### src/hdl/ctc_pkg.sv
package ctc_pkg;

	// Register indices; the APB byte address is four times the index.
	localparam logic [7:0]  CTC_CFG_IDX      = 8'h8E;
	localparam logic [7:0]  CTC_STAT_IDX     = 8'h8F;

	function automatic logic [31:0] ctc_byte_addr(input logic [7:0] idx);
		return {22'h0, idx, 2'h0};
	endfunction : ctc_byte_addr

	localparam logic [31:0] CTC_CFG_ADDR     = ctc_byte_addr(CTC_CFG_IDX);
	localparam logic [31:0] CTC_STAT_ADDR    = ctc_byte_addr(CTC_STAT_IDX);

	// Clock configuration register layout and reset value.
	localparam logic [7:0]  CTC_CFG_RST      = 8'h10;
	localparam int          CTC_ITS_LSB      = 4;
	localparam int          CTC_ITS_MSB      = 6;
	localparam int          CTC_SEL_LSB      = 0;
	localparam int          CTC_SEL_MSB      = 1;
	localparam logic [2:0]  CTC_ITS_RST      = CTC_CFG_RST[CTC_ITS_MSB:CTC_ITS_LSB];

	// Status register layout.
	localparam int          CTC_STAT_CNT_LSB = 0;
	localparam int          CTC_STAT_PHASE   = 3;
	localparam int          CTC_STAT_PIN     = 4;

	// Clock output select codes, in field order.
	typedef enum logic [1:0] {
		CTC_SEL_GPIO,
		CTC_SEL_FOSC,
		CTC_SEL_DIV2,
		CTC_SEL_DIV4
	} ctc_sel_type;

	localparam ctc_sel_type CTC_SEL_RST      = ctc_sel_type'(CTC_CFG_RST[CTC_SEL_MSB:CTC_SEL_LSB]);

	// One oscillator clock spans this many mclk edges.
	localparam int          CTC_MCLK_PER_OSC = 2;
	localparam logic [2:0]  CTC_CNT_RST      = 3'h0;
	localparam logic [2:0]  CTC_DIV_RST      = 3'h0;

endpackage : ctc_pkg

### src/hdl/ctc_cycle_timing.sv
// Implementation choice: the APB register port.
`timescale 1ns/100ps
module ctc_cycle_timing #(
	parameter int ADDR_W = 12
) (
	// Clock and reset
	input  wire logic              mclk,
	input  wire logic              rstn,
	// APB slave
	input  wire logic [ADDR_W-1:0] paddr,
	input  wire logic              psel,
	input  wire logic              penable,
	input  wire logic              pwrite,
	input  wire logic [31:0]       pwdata,
	input  wire logic [3:0]        pstrb,
	output logic [31:0]            prdata,
	output logic                   pready,
	output logic                   pslverr,
	// Ordinary port function of port 3 bit 4
	input  wire logic              gpioOut,
	input  wire logic              gpioOe,
	// Core timing
	output logic                   machineCycleStrobe,
	output logic [2:0]             instrTiming,
	// Port 3 bit 4 pad
	output logic                   port3Bit4Out,
	output logic                   port3Bit4Oe
);
	import ctc_pkg::*;

	// Register bus state.
	logic [31:0] prdata_ff;
	logic [31:0] nxt_prdata;
	logic        pready_ff;
	logic        nxt_pready;
	logic        pslverr_ff;
	logic        nxt_pslverr;

	// Configuration state.
	logic [2:0]  its_ff;
	logic [2:0]  nxt_its;
	ctc_sel_type outSel_ff;
	ctc_sel_type nxt_outSel;

	// Machine cycle state.
	logic        oscPhase_ff;
	logic        nxt_oscPhase;
	logic [2:0]  cycleCnt_ff;
	logic [2:0]  nxt_cycleCnt;
	logic        strobe_ff;
	logic        nxt_strobe;

	// Bus decode.
	logic        setupPhase;
	logic        accessDone;
	logic        hitCfg;
	logic        hitStat;
	logic        wrCfg;
	logic [7:0]  cfgView;
	logic [7:0]  statView;

	assign setupPhase = psel && !penable;
	assign accessDone = psel && penable && pready_ff;
	assign hitCfg     = (paddr == CTC_CFG_ADDR[ADDR_W-1:0]);
	assign hitStat    = (paddr == CTC_STAT_ADDR[ADDR_W-1:0]);
	assign wrCfg      = accessDone && pwrite && hitCfg && pstrb[0];

	always_comb begin
		cfgView = 8'h00;
		cfgView[CTC_ITS_MSB:CTC_ITS_LSB] = its_ff;
		cfgView[CTC_SEL_MSB:CTC_SEL_LSB] = outSel_ff;
		statView = 8'h00;
		statView[CTC_STAT_CNT_LSB +: 3] = cycleCnt_ff;
		statView[CTC_STAT_PHASE] = oscPhase_ff;
		statView[CTC_STAT_PIN] = port3Bit4Out;
	end

	// Read data is captured in the setup cycle so that every bus output comes from a flop.
	// The cost is a fixed single access cycle; no transfer ever waits longer.
	always_comb begin
		nxt_pready  = setupPhase;
		nxt_pslverr = setupPhase && !(hitCfg || hitStat);
		nxt_prdata  = prdata_ff;
		if (setupPhase) begin
			if (pwrite) begin
				nxt_prdata = 32'h0000_0000;
			end else if (hitCfg) begin
				nxt_prdata = {24'h00_0000, cfgView};
			end else if (hitStat) begin
				nxt_prdata = {24'h00_0000, statView};
			end else begin
				nxt_prdata = 32'h0000_0000;
			end
		end
	end

	always_ff @(posedge mclk or negedge rstn) begin
		if (!rstn) begin
			prdata_ff  <= 32'h0000_0000;
			pready_ff  <= 1'b0;
			pslverr_ff <= 1'b0;
		end else begin
			prdata_ff  <= nxt_prdata;
			pready_ff  <= nxt_pready;
			pslverr_ff <= nxt_pslverr;
		end
	end

	// Both fields are live: a write lands on the access edge and the logic uses it from the next cycle.
	always_comb begin
		nxt_its    = its_ff;
		nxt_outSel = outSel_ff;
		if (wrCfg) begin
			nxt_its    = pwdata[CTC_ITS_MSB:CTC_ITS_LSB];
			nxt_outSel = ctc_sel_type'(pwdata[CTC_SEL_MSB:CTC_SEL_LSB]);
		end
	end

	always_ff @(posedge mclk or negedge rstn) begin
		if (!rstn) begin
			its_ff    <= CTC_ITS_RST;
			outSel_ff <= CTC_SEL_RST;
		end else begin
			its_ff    <= nxt_its;
			outSel_ff <= nxt_outSel;
		end
	end

	// The count wraps on reaching the field value or anything above it, so shrinking the
	// field mid-cycle ends the current machine cycle at the next oscillator clock.
	always_comb begin
		nxt_oscPhase = !oscPhase_ff;
		nxt_cycleCnt = cycleCnt_ff;
		nxt_strobe   = 1'b0;
		if (oscPhase_ff) begin
			if (cycleCnt_ff >= its_ff) begin
				nxt_cycleCnt = CTC_CNT_RST;
				nxt_strobe   = 1'b1;
			end else begin
				nxt_cycleCnt = cycleCnt_ff + 3'h1;
			end
		end
	end

	always_ff @(posedge mclk or negedge rstn) begin
		if (!rstn) begin
			oscPhase_ff <= 1'b0;
			cycleCnt_ff <= CTC_CNT_RST;
			strobe_ff   <= 1'b0;
		end else begin
			oscPhase_ff <= nxt_oscPhase;
			cycleCnt_ff <= nxt_cycleCnt;
			strobe_ff   <= nxt_strobe;
		end
	end

	ctc_clock_out u_clock_out (
		.mclk    (mclk),
		.rstn    (rstn),
		.outSel  (outSel_ff),
		.gpioOut (gpioOut),
		.gpioOe  (gpioOe),
		.pinOut  (port3Bit4Out),
		.pinOe   (port3Bit4Oe)
	);

	assign prdata             = prdata_ff;
	assign pready             = pready_ff;
	assign pslverr            = pslverr_ff;
	assign machineCycleStrobe = strobe_ff;
	assign instrTiming        = its_ff;

	// Helper logic for the checks below.
	logic       firstCycle_ff;
	logic [4:0] gapCnt_ff;
	logic [2:0] itsPrev_ff;
	logic       itsStable_ff;

	always_ff @(posedge mclk or negedge rstn) begin
		if (!rstn) begin
			firstCycle_ff <= 1'b1;
			gapCnt_ff     <= 5'h00;
			itsPrev_ff    <= CTC_ITS_RST;
			itsStable_ff  <= 1'b0;
		end else begin
			firstCycle_ff <= 1'b0;
			gapCnt_ff     <= strobe_ff ? 5'h01 : gapCnt_ff + 5'h01;
			itsPrev_ff    <= its_ff;
			itsStable_ff  <= (its_ff != itsPrev_ff) ? 1'b0 : (strobe_ff ? 1'b1 : itsStable_ff);
		end
	end

	cycle_length_a: assert property (@(posedge mclk) disable iff (!rstn)
		(strobe_ff && itsStable_ff) |-> (gapCnt_ff == 5'(CTC_MCLK_PER_OSC * (int'(itsPrev_ff) + 1))))
		else $error("Machine cycle length does not match the timing field.");

	reset_value_a: assert property (@(posedge mclk) disable iff (!rstn)
		firstCycle_ff |-> (its_ff == CTC_ITS_RST && outSel_ff == CTC_SEL_RST))
		else $error("Configuration does not hold its reset value.");

	its_update_a: assert property (@(posedge mclk) disable iff (!rstn)
		wrCfg |=> (instrTiming == $past(pwdata[CTC_ITS_MSB:CTC_ITS_LSB])))
		else $error("Timing field write not applied on the next cycle.");

	sel_follow_a: assert property (@(posedge mclk) disable iff (!rstn)
		wrCfg |-> ##2 (port3Bit4Oe == (($past(pwdata[CTC_SEL_MSB:CTC_SEL_LSB], 2) != 2'h0) || $past(gpioOe))))
		else $error("Pad drive does not follow a clock output select write.");

	// Every setup cycle is answered in the very next cycle, and pready was still low in the setup cycle itself.
	bus_answer_a: assert property (@(posedge mclk) disable iff (!rstn)
		(psel && !penable) |=> (pready && !$past(pready)))
		else $error("Bus answer not given in the cycle after setup.");

	strobe_pulse_a: assert property (@(posedge mclk) disable iff (!rstn)
		machineCycleStrobe |=> !machineCycleStrobe)
		else $error("Machine cycle strobe stands longer than one cycle.");

endmodule : ctc_cycle_timing

### src/hdl/ctc_clock_out.sv
`timescale 1ns/100ps
module ctc_clock_out (
	// Clock and reset
	input  wire logic                 mclk,
	input  wire logic                 rstn,
	// Mode and ordinary port function
	input  wire ctc_pkg::ctc_sel_type outSel,
	input  wire logic                 gpioOut,
	input  wire logic                 gpioOe,
	// Pad
	output logic                      pinOut,
	output logic                      pinOe
);
	import ctc_pkg::*;

	logic [2:0] divCnt_ff;
	logic [2:0] nxt_divCnt;
	logic       pinOut_ff;
	logic       nxt_pinOut;
	logic       pinOe_ff;
	logic       nxt_pinOe;

	// The divider runs free so that a mode switch never restarts the waveform phase.
	always_comb begin
		nxt_divCnt = divCnt_ff + 3'h1;
		nxt_pinOut = gpioOut;
		nxt_pinOe  = gpioOe;
		case (outSel)
			CTC_SEL_GPIO: begin
				nxt_pinOut = gpioOut;
				nxt_pinOe  = gpioOe;
			end
			CTC_SEL_FOSC: begin
				nxt_pinOut = divCnt_ff[0];
				nxt_pinOe  = 1'b1;
			end
			CTC_SEL_DIV2: begin
				nxt_pinOut = divCnt_ff[1];
				nxt_pinOe  = 1'b1;
			end
			CTC_SEL_DIV4: begin
				nxt_pinOut = divCnt_ff[2];
				nxt_pinOe  = 1'b1;
			end
			default: begin
				nxt_pinOut = gpioOut;
				nxt_pinOe  = gpioOe;
			end
		endcase
	end

	always_ff @(posedge mclk or negedge rstn) begin
		if (!rstn) begin
			divCnt_ff <= CTC_DIV_RST;
			pinOut_ff <= 1'b0;
			pinOe_ff  <= 1'b0;
		end else begin
			divCnt_ff <= nxt_divCnt;
			pinOut_ff <= nxt_pinOut;
			pinOe_ff  <= nxt_pinOe;
		end
	end

	assign pinOut = pinOut_ff;
	assign pinOe  = pinOe_ff;

	clock_drive_a: assert property (@(posedge mclk) disable iff (!rstn)
		(outSel != CTC_SEL_GPIO) [*2] |-> pinOe)
		else $error("Clock output selected but pad not driven.");

	fosc_toggle_a: assert property (@(posedge mclk) disable iff (!rstn)
		(outSel == CTC_SEL_FOSC) [*3] |-> (pinOut != $past(pinOut)))
		else $error("Oscillator clock output does not toggle every edge.");

	div2_period_a: assert property (@(posedge mclk) disable iff (!rstn)
		(outSel == CTC_SEL_DIV2) [*4] |-> (pinOut != $past(pinOut, 2)))
		else $error("Half-rate clock output has the wrong period.");

	div4_period_a: assert property (@(posedge mclk) disable iff (!rstn)
		(outSel == CTC_SEL_DIV4) [*8] |-> (pinOut != $past(pinOut, 4)))
		else $error("Quarter-rate clock output has the wrong period.");

endmodule : ctc_clock_out

### config.mk
export PLATFORM = sky130hd
export DESIGN_NAME = ctc_cycle_timing
export DESIGN_NICKNAME = d
export VERILOG_FILES = /design/src/hdl/ctc_pkg.sv /design/src/hdl/ctc_cycle_timing.sv /design/src/hdl/ctc_clock_out.sv
export SDC_FILE = /design/constraint.sdc
export NUM_CORES = 1
export LEC_CHECK = 0
export BUFFER_PORTS_ARGS = -buffer_cell sky130_fd_sc_hd__buf_2
export CAP_MARGIN = 0
export CORE_MARGIN = 4
export CORE_UTILIZATION = 36
export CTS_CLUSTER_DIAMETER = 200
export CTS_CLUSTER_SIZE = 28
export DETAILED_ROUTE_END_ITERATION = 10
export GPL_ROUTABILITY_DRIVEN = 0
export PLACE_DENSITY_LB_ADDON = 0.05
export SLEW_MARGIN = 20
export SYNTH_ARGS = -nofsm -noshare
export SYNTH_HDL_FRONTEND = slang
export SYNTH_SLANG_ARGS = --single-unit
### constraint.sdc
create_clock -name mclk -period 1.5 [get_ports mclk]
set_input_delay 0.15 -clock mclk [delete_from_list [all_inputs] [get_ports mclk]]
set_output_delay 0.15 -clock mclk [all_outputs]
set_load 0.01 [all_outputs]
# After elaboration in Yosys (flattened, before gate mapping)
# Index checks and enable logic that the tools add are counted.
[totals]
register_bits = 49
input_bits = 55
[classes]
n_reduce_logical = 13
add_sub_neg = 2
muxes = 8
order_cmp = 1
n_eq_ne = 5
[ops]
columns = ["cell", "count"]
rows = [
  ["12-bit by 10-bit == test with 1-bit output, second input constant", 2],
  ["7-bit two-way mux", 2],
  ["1-bit logical AND", 7],
  ["3-bit by 1-bit adder with 3-bit output, second input constant", 2],
  ["5-bit two-way mux", 1],
  ["2-bit == test, second input constant", 2],
  ["1-bit one-hot mux with 4 select lines", 1],
  ["3-bit >= comparator", 1],
  ["1-bit logical NOT", 3],
  ["3-bit two-way mux", 1],
  ["3-bit OR reduction", 1],
  ["2-bit by 1-bit == test with 1-bit output, second input constant", 1],
  ["2-bit logical NOT", 1],
  ["1-bit two-way mux", 2],
  ["1-bit one-hot mux with 2 select lines", 1],
  ["1-bit logical OR", 1],
]

# Depth between registers and ports, before layout
# Gate-level depths: netlist of run 1.
[depth]
ltp_word = 5
depth_mapped = 6

# Modules after synthesis
# From an unflattened synthesis of run 1, not the netlist that was laid out.
[unflattened]
hier_cells = 106
area_unflattened_um2 = 1261.2
[modules_own_cells]
columns = ["mod", "cells_per_inst", "area_per_inst_um2", "instances"]
rows = [
  ["ctc_cycle_timing", 96, 1081.0, 1],
  ["ctc_clock_out", 10, 180.2, 1],
]

# Worst setup path after synthesis of run 1
# No wires, ideal clock.
[synth_timing]
path_type = "reg-to-reg"
from = "register its_ff[0], in the netlist instrTiming[0]"
to = "register cycleCnt_ff[0]"
slack_ps = -50
path_stages_with_launch = 6
t_arrival_ps = 1467
t_required_ps = 1417
cell_sequence = "dfstp_2 > ha_1 > nand2b_1 > a211oi_1 > nor2_1 > o21ai_0"
[synth_between]
elab_chain_cells = 2
[synth_lines]
columns = ["element", "line_no", "text"]
rows = [
  ["start, declared", "ctc_cycle_timing.sv:40", "logic [2:0] its_ff;"],
  ["start signal, assigned", "ctc_cycle_timing.sv:124", "its_ff <= nxt_its;"],
  ["3-bit >= comparator", "ctc_cycle_timing.sv:136", "if (cycleCnt_ff >= its_ff) begin"],
  ["3-bit two-way mux", "ctc_cycle_timing.sv:136", ""],
  ["end signal, assigned", "ctc_cycle_timing.sv:152", "cycleCnt_ff <= nxt_cycleCnt;"],
  ["end, declared", "ctc_cycle_timing.sv:48", "logic [2:0] cycleCnt_ff;"],
]
# No other way between the ends.
# A chain may end at the register's enable or synchronous reset.

# Worst setup path in the final report of run 1
[layout_timing]
from = "register its_ff[0], in the netlist instrTiming[0]"
to = "register strobe_ff, in the netlist machineCycleStrobe"
[layout_between]
elab_chain_cells = 3
[layout_lines]
columns = ["element", "line_no", "text"]
rows = [
  ["3-bit >= comparator", "ctc_cycle_timing.sv:136", ""],
  ["1-bit two-way mux", "ctc_cycle_timing.sv:136", ""],
  ["1-bit two-way mux", "ctc_cycle_timing.sv:135", "if (oscPhase_ff) begin"],
  ["net nxt_strobe", "ctc_cycle_timing.sv:51", "logic nxt_strobe;"],
  ["end signal, assigned", "ctc_cycle_timing.sv:153", "strobe_ff <= nxt_strobe;"],
  ["end, declared", "ctc_cycle_timing.sv:50", "logic strobe_ff;"],
]
# The timed path passes the listed nets, and every way through them passes these cells.

==> impl_metrics.py, run 1 <==
metrics = {
    "global_routing": {
        "grt_pass1_wl_um": 4119,
        "antenna_found_initial": 0,
        "grt_max_degree": 25,
        "grt_overflow": 0,
        "track_usage_pct": 11.83,
        "grt_pass1_vias": 890,
    },
    "synthesis": {
        "synth_top_area_share_pct": 44.70,
        "ys_types": 37,
        "ys_seq_area_share_pct": 46.74,
        "avgSynthCellArea_um2": 11.20,
        "synthCells": 115,
        "synth_edf_count": 0,
        "synth_xor_area_share_pct": 0.6803,
        "ys_top_cells_by_count": "25 x buf_4, 23 x dfrtp_1, 8 x nand2_1",
        "synth_most_common_cell": "buf_4",
        "synth_area_leaders": "dfrtp_1 45%, buf_4 15%, ha_1 4.9%",
        "synthMuxAreaShare_pct": 6.122,
        "yosys.area.top_type": "dfrtp_1",
        "ys_seq_elements": 24,
        "synth_area_mm2": 0.001287,
        "synth_ff_type": "dfrtp_1",
        "post_synth_fa_ha_maj_area_fraction_pct": 4.859,
        "yosys.area_share.simple_pct": 16.81,
        "async_flop_share_pct": 100.0,
        "synth_compound_area_share_pct": 7.580,
        "ys_warn_count": 0,
        "synth_top_family_by_area": "buffers and inverters",
    },
    "worst_setup_path": {
        "worstPathArrival_ns": 1.69,
        "cpMaxStageDelayCell": "dfstp_2",
        "ff2ff_path_depth": 5,
        "cp-end-kind": "flip-flop",
        "cp-endpoint": "machineCycleStrobe$_DFF_PN0_",
        "cp.required_ns": 1.70,
        "worstSetupPathDepth": 5,
        "crit_family": "flip-flops",
        "path_cells": "ha_4 -> nand2b_4 -> a211oi_4 -> buf_4 -> nor3_2",
        "worstSetupPathType": "reg -> reg",
        "worst_r2r_endpoint": "machineCycleStrobe$_DFF_PN0_",
        "reg2reg_slack_ns": 0.02,
        "critPathLaunch": "instrTiming[0]$_DFFE_PN1P_",
        "timing.rr.start": "instrTiming[0]$_DFFE_PN1P_",
        "crit_path_start_kind": "flip-flop",
        "path_buf_inv": 1,
        "critical_path.max_stage_delay_ns": 0.57,
        "path_max_fanout": 3,
    },
    "detailed_routing": {
        "via_per_inst": 4.437,
        "wl_per_cell_um": 12.39,
        "finalWirelength_um": 2639,
        "drcViolationCount": 0,
        "initialDrtViolationCount": 13,
        "vias": 945,
        "drtAntennaViolNets": 0,
        "dr.pass1.iters": 4,
    },
    "outcome": {
        "status": "complete, no violations",
    },
    "power_and_ir_drop": {
        "power_uw": 1101,
        "p_leak_uw": 0.0008841,
        "ir_worst_vdd_uv": 387.5,
        "powerDensity_mw_per_mm2": 686.8,
    },
    "floorplan": {
        "start_util_pct": 37.98,
        "die_y_um": 67.80,
        "io_pins": 95,
        "die_x_um": 67.80,
        "die-area_mm2": 0.004597,
        "fp-row-count": 21,
        "core_mm2": 0.003390,
    },
    "layout": {
        "final_cells": 213,
        "antenna_cells": 0,
        "drive_gt1_share_pct": 41.92,
        "post-route-util_pct": 47.29,
        "nets": 228,
        "area_growth_pct": 24.49,
    },
    "sta": {
        "slew_viol_final": 0,
        "relSlewSlack_pct": 63.39,
        "setup_viol": 0,
        "max_freq_mhz": 674.3,
        "worst_pin_slew_ns": 0.5491,
        "fin_skew_ns": 0.001195,
        "rsz0062_at_grt": "yes",
        "fin_crit_sh_pct": 98.87,
        "timing.setup.tns_ns": 0,
        "setup_ws_ns": 0.01693,
        "hold_violations": 0,
        "timing.final.crit_period_ns": 1.483,
    },
    "clocking": {
        "htree_levels": 1,
        "post_cts_buffers": 0,
        "clk_latency_ns": 0.30,
        "clk_path_buf_depth": 2,
        "cts_tree": "built",
        "cts_root_buf": "clkbuf_4",
        "clock-sinks": 24,
        "cts-buffers-inserted": 3,
        "clkTransAtPathRegs_ns": 0.13,
    },
    "placed_design": {
        "numPortBuffers": 39,
        "place_inst": 207,
        "place_hpwl_um": 2125,
        "dp_slack_ns": -0.03891,
    },
    "flow_run": {
        "drv_cap": 0,
    },
    "hold_path": {
        "hold_class": "in -> reg",
    },
}
worst min path at each step:
| stage | from | endpoint | depth (start not counted) |
|---|---|---|---|
| 5_1_grt | pwdata[1] | outSel_ff[1]$_DFFE_PN0P_ | 2 |
| 3_3_place_gp | rstn | pready$_DFF_PN0_ | 1 |
| 6_report | pwdata[6] | instrTiming[2]$_DFFE_PN0P_ | 2 |
| 2_1_floorplan | rstn | cycleCnt_ff[0]$_DFFE_PN0P_ | 0 |
| 4_1_cts | pwdata[1] | outSel_ff[1]$_DFFE_PN0P_ | 2 |
| 3_5_place_dp | rstn | pready$_DFF_PN0_ | 1 |
worst reg2reg max path, delay by kind of cell (launching register included):
family	cells	cell delay (ns)
flops	1	0.57
compound gates	1	0.28
buf+inv	1	0.16
fa+ha+maj	1	0.20
simple gates	2	0.17
cells by family (layout without fill, tap and decap cells):
family	after synthesis	in the layout
compound gates	14	14
xor+xnor	1	1
fa+ha+maj	5	5
buf+inv	33	61
flops	24	24
mux	6	6
other cells	1	25
simple gates	31	31
flip-flops by register name, indices dropped and copies added, names as in the netlist:
register / cells
outSel_ff: 2
instrTiming: 3
oscPhase_ff: 1
pslverr: 1
u_clock_out.pinOut: 1
cycleCnt_ff: 3
pready: 1
u_clock_out.pinOe: 1
u_clock_out.divCnt_ff: 3
machineCycleStrobe: 1
prdata: 7
through the flow:
step	hold slack (ns)	instance area, µm²
3_3_place_gp	0.1684	1511
3_5_place_dp	0.1695	1511
6_report	0.06565	1603
4_1_cts	0.05109	1568
2_1_floorplan	-0.1456	1383
5_1_grt	0.04044	1603
power breakdown:
part	leakage (µW)	switching, µW	internal (µW)
sequential	0.000317	1.79	652
clock	0.0000210	185	148
combinational	0.000546	72.0	41.5
total	0.000884	259	842
per-layer routing:
metal	GRT usage (%)	share of wire [%]	vias to the layer above	routed length, µm
li1	-	-	456	-
met4	2.978	1.3	0	35
met2	20.17	48	45	1254
met1	14.89	41	440	1069
met5	0	0	-	0
met3	2.995	11	4	281
final cells by class:
| class | count | area [µm²] |
|---|---|---|
| Fill cell | 331 | 1787 |
| Inverter | 7 | 26.28 |
| Tap cell | 46 | 57.56 |
| Clock buffer | 4 | 36.28 |
| Timing Repair Buffer | 50 | 282.8 |
| Sequential cell | 24 | 601.8 |
| Multi-Input combinational cell | 82 | 598.1 |
cell usage in the layout, fill, tap and decap left out, types with 3 or more instances in the layout:
cell      synthesis  routed
buf_2             0      39
dfrtp_1          23      23
conb_1            1      25
inv_1             7       7
clkbuf_4          0       3
mux2_2            5       5
nor2_1            4       3
buf_4            25       9
ha_1              5       4
nand2_1           8       8
timing repair:
| action | CTS | global route |
|---|---|---|
| hold endpoints to repair | 24 | 0 |
| endpoints found under the setup margin | 3 | 4 |
| hold buffers | 2 | 0 |
| pin swaps | 1 | 6 |
| resized for setup | 1 | 5 |
Power figures use the tool's default switching activity.
==> inputs of run 2 (changes only) <==
Settings changed: CORE_MARGIN 4 to 2, REMOVE_ABC_BUFFERS set to 1.
==> run 2 against run 1 <==
First-iteration DRC count grew to 3.4 times the previous value; worst setup slack worse by 0.0022 ns; critical endpoint is now cycleCnt_ff[1]$_DFFE_PN0P_; sequential share of layout area is 0.21 points higher; largest cell class unchanged.
==> impl_metrics.py, run 2 (same netlist as run 1, synthesis figures left out) <==
metrics = {
    "outcome": {
        "status": "complete, no violations",
    },
    "global_routing": {
        "antenna_found_initial": 0,
        "grt_pass1_vias": 954,
        "track_usage_pct": 13.61,
        "grt_pass1_wl_um": 4284,
        "grt_overflow": 0,
        "grt_max_degree": 25,
    },
    "clocking": {
        "htree_levels": 1,
        "clock-sinks": 24,
        "clkTransAtPathRegs_ns": 0.13,
        "post_cts_buffers": 0,
        "cts_root_buf": "clkbuf_4",
        "clk_path_buf_depth": 2,
        "cts-buffers-inserted": 3,
        "clk_latency_ns": 0.32,
        "cts_tree": "built",
    },
    "sta": {
        "timing.setup.tns_ns": 0,
        "fin_crit_sh_pct": 99.02,
        "relSlewSlack_pct": 63.51,
        "max_freq_mhz": 673.3,
        "worst_pin_slew_ns": 0.5473,
        "slew_viol_final": 0,
        "rsz0062_at_grt": "yes",
        "hold_violations": 0,
        "timing.final.crit_period_ns": 1.485,
        "fin_skew_ns": 0.006815,
        "setup_viol": 0,
    },
    "worst_setup_path": {
        "critical_path.max_stage_delay_ns": 0.57,
        "cp.required_ns": 1.74,
        "path_max_fanout": 3,
        "cp-end-kind": "flip-flop",
        "crit_path_start_kind": "flip-flop",
        "worstPathArrival_ns": 1.73,
        "cpMaxStageDelayCell": "dfstp_2",
        "crit_family": "flip-flops",
        "path_cells": "ha_4 -> nand2b_4 -> a211oi_4 -> nor2_2 -> o2bb2ai_2",
        "path_buf_inv": 0,
        "worstSetupPathType": "reg -> reg",
    },
    "layout": {
        "largest_reg_flops": 7,
        "final_cell_mix": "39 x buf_2, 25 x conb_1, 23 x dfrtp_1",
        "fill_cells": 336,
        "multiInputGateArea_um2": 599.3,
        "nets": 228,
        "antenna_cells": 0,
        "post-route-util_pct": 47.03,
        "seq_area_um2": 601.8,
        "final_cells": 213,
        "drive_gt1_share_pct": 41.32,
        "mostFrequentLayoutCell": "buf_2",
        "area_growth_pct": 23.81,
    },
    "power_and_ir_drop": {
        "powerDensity_mw_per_mm2": 666.9,
        "power_uw": 1063,
        "ir_worst_vdd_uv": 343.4,
        "p_leak_uw": 0.0008788,
    },
    "placed_design": {
        "numPortBuffers": 39,
        "place_hpwl_um": 1981,
        "place_inst": 207,
    },
    "detailed_routing": {
        "dr.pass1.iters": 4,
        "initialDrtViolationCount": 44,
        "drtAntennaViolNets": 0,
        "via_per_inst": 4.540,
        "drcViolationCount": 0,
        "wl_per_cell_um": 11.77,
        "finalWirelength_um": 2508,
        "vias": 967,
    },
    "hold_path": {
        "hold_class": "in -> reg",
    },
    "floorplan": {
        "core_mm2": 0.003390,
        "die_x_um": 63.80,
        "die_y_um": 63.80,
        "start_util_pct": 37.98,
        "fp-row-count": 21,
        "die-area_mm2": 0.004070,
        "io_pins": 95,
    },
    "flow_run": {
        "drv_cap": 0,
    },
}
run 2: cell types whose count changed in the layout (fill, tap and decap cells not counted):
cell	delta
clkbuf_1	+1
nor3_2	-1
o2bb2ai_2	+1
o2bb2ai_1	-1
clkbuf_8	-1
nor3_1	+1
run 2: through the flow:
| step | worst slack [ns] | area (µm²) | hold WS, ns |
|---|---|---|---|
| floorplan | -0.04950 | 1186 | -0.1456 |
| global placement | -0.1161 | 1506 | 0.1652 |
| detailed placement | -0.1606 | 1506 | 0.1751 |
| CTS | 0.01405 | 1565 | 0.03388 |
| global route | -0.01270 | 1594 | 0.02620 |
| finish | 0.01477 | 1594 | 0.04963 |
run 2: layer usage:
| layer | track usage (%) | part of all wire (%) |
|---|---|---|
| met4 | 7.337 | 1.5 |
| met5 | 0 | 0 |
| met2 | 21.61 | 48 |
| met1 | 17.55 | 42 |
| met3 | 2.465 | 7.9 |
run 2: final timing paths:
kind / from / end / slack [ns] / cells past startpoint
setup / recovery: instrTiming[0]$_DFFE_PN1P_ / cycleCnt_ff[1]$_DFFE_PN0P_ / 0.01 / 5
hold / removal: pwdata[1] / outSel_ff[1]$_DFFE_PN0P_ / 0.05 / 2
hold reg to reg: u_clock_out.divCnt_ff[0]$_DFF_PN0_ / u_clock_out.divCnt_ff[0]$_DFF_PN0_ / 0.48 / 1
min in group asynchronous: rstn / prdata[0]$_DFFE_PN0P_ / 0.33 / 2
max in group asynchronous: rstn / instrTiming[0]$_DFFE_PN1P_ / 0.78 / 2
setup reg to reg: instrTiming[0]$_DFFE_PN1P_ / cycleCnt_ff[1]$_DFFE_PN0P_ / 0.01 / 5
run 2: what timing repair did:
action / in CTS / in global routing
resized for setup: 3 / 4
endpoints found under the setup margin: 4 / 4
hold endpoints to repair: 24 / 0
hold buffers: 2 / 0
pin swaps: 3 / 5
run 2: worst register-to-register path, delay by kind of cell (launching register included):
kind | cells | cell delay [ns]
AO/OA/AOI/OAI | 2 | 0.43
flip-flops | 1 | 0.57
AND/OR/NAND/NOR | 2 | 0.23
adder cells (fa/ha/maj) | 1 | 0.19
run 2: power breakdown:
part	internal, µW	total (µW)	switching (µW)	leakage, µW
Sequential	652	654	1.83	0.000317
Clock	104	295	191	0.0000150
Combinational	42.3	114	71.7	0.000547
Total	799	1060	264	0.000879
run 2: layout make-up:
class | count | area share (%)
flip-flops and latches | 24 | 37.76
multi-input cells | 82 | 37.60
repair buffers | 50 | 17.74
well taps | 46 | 3.611
clock buffers | 4 | 1.648
inverters | 7 | 1.648
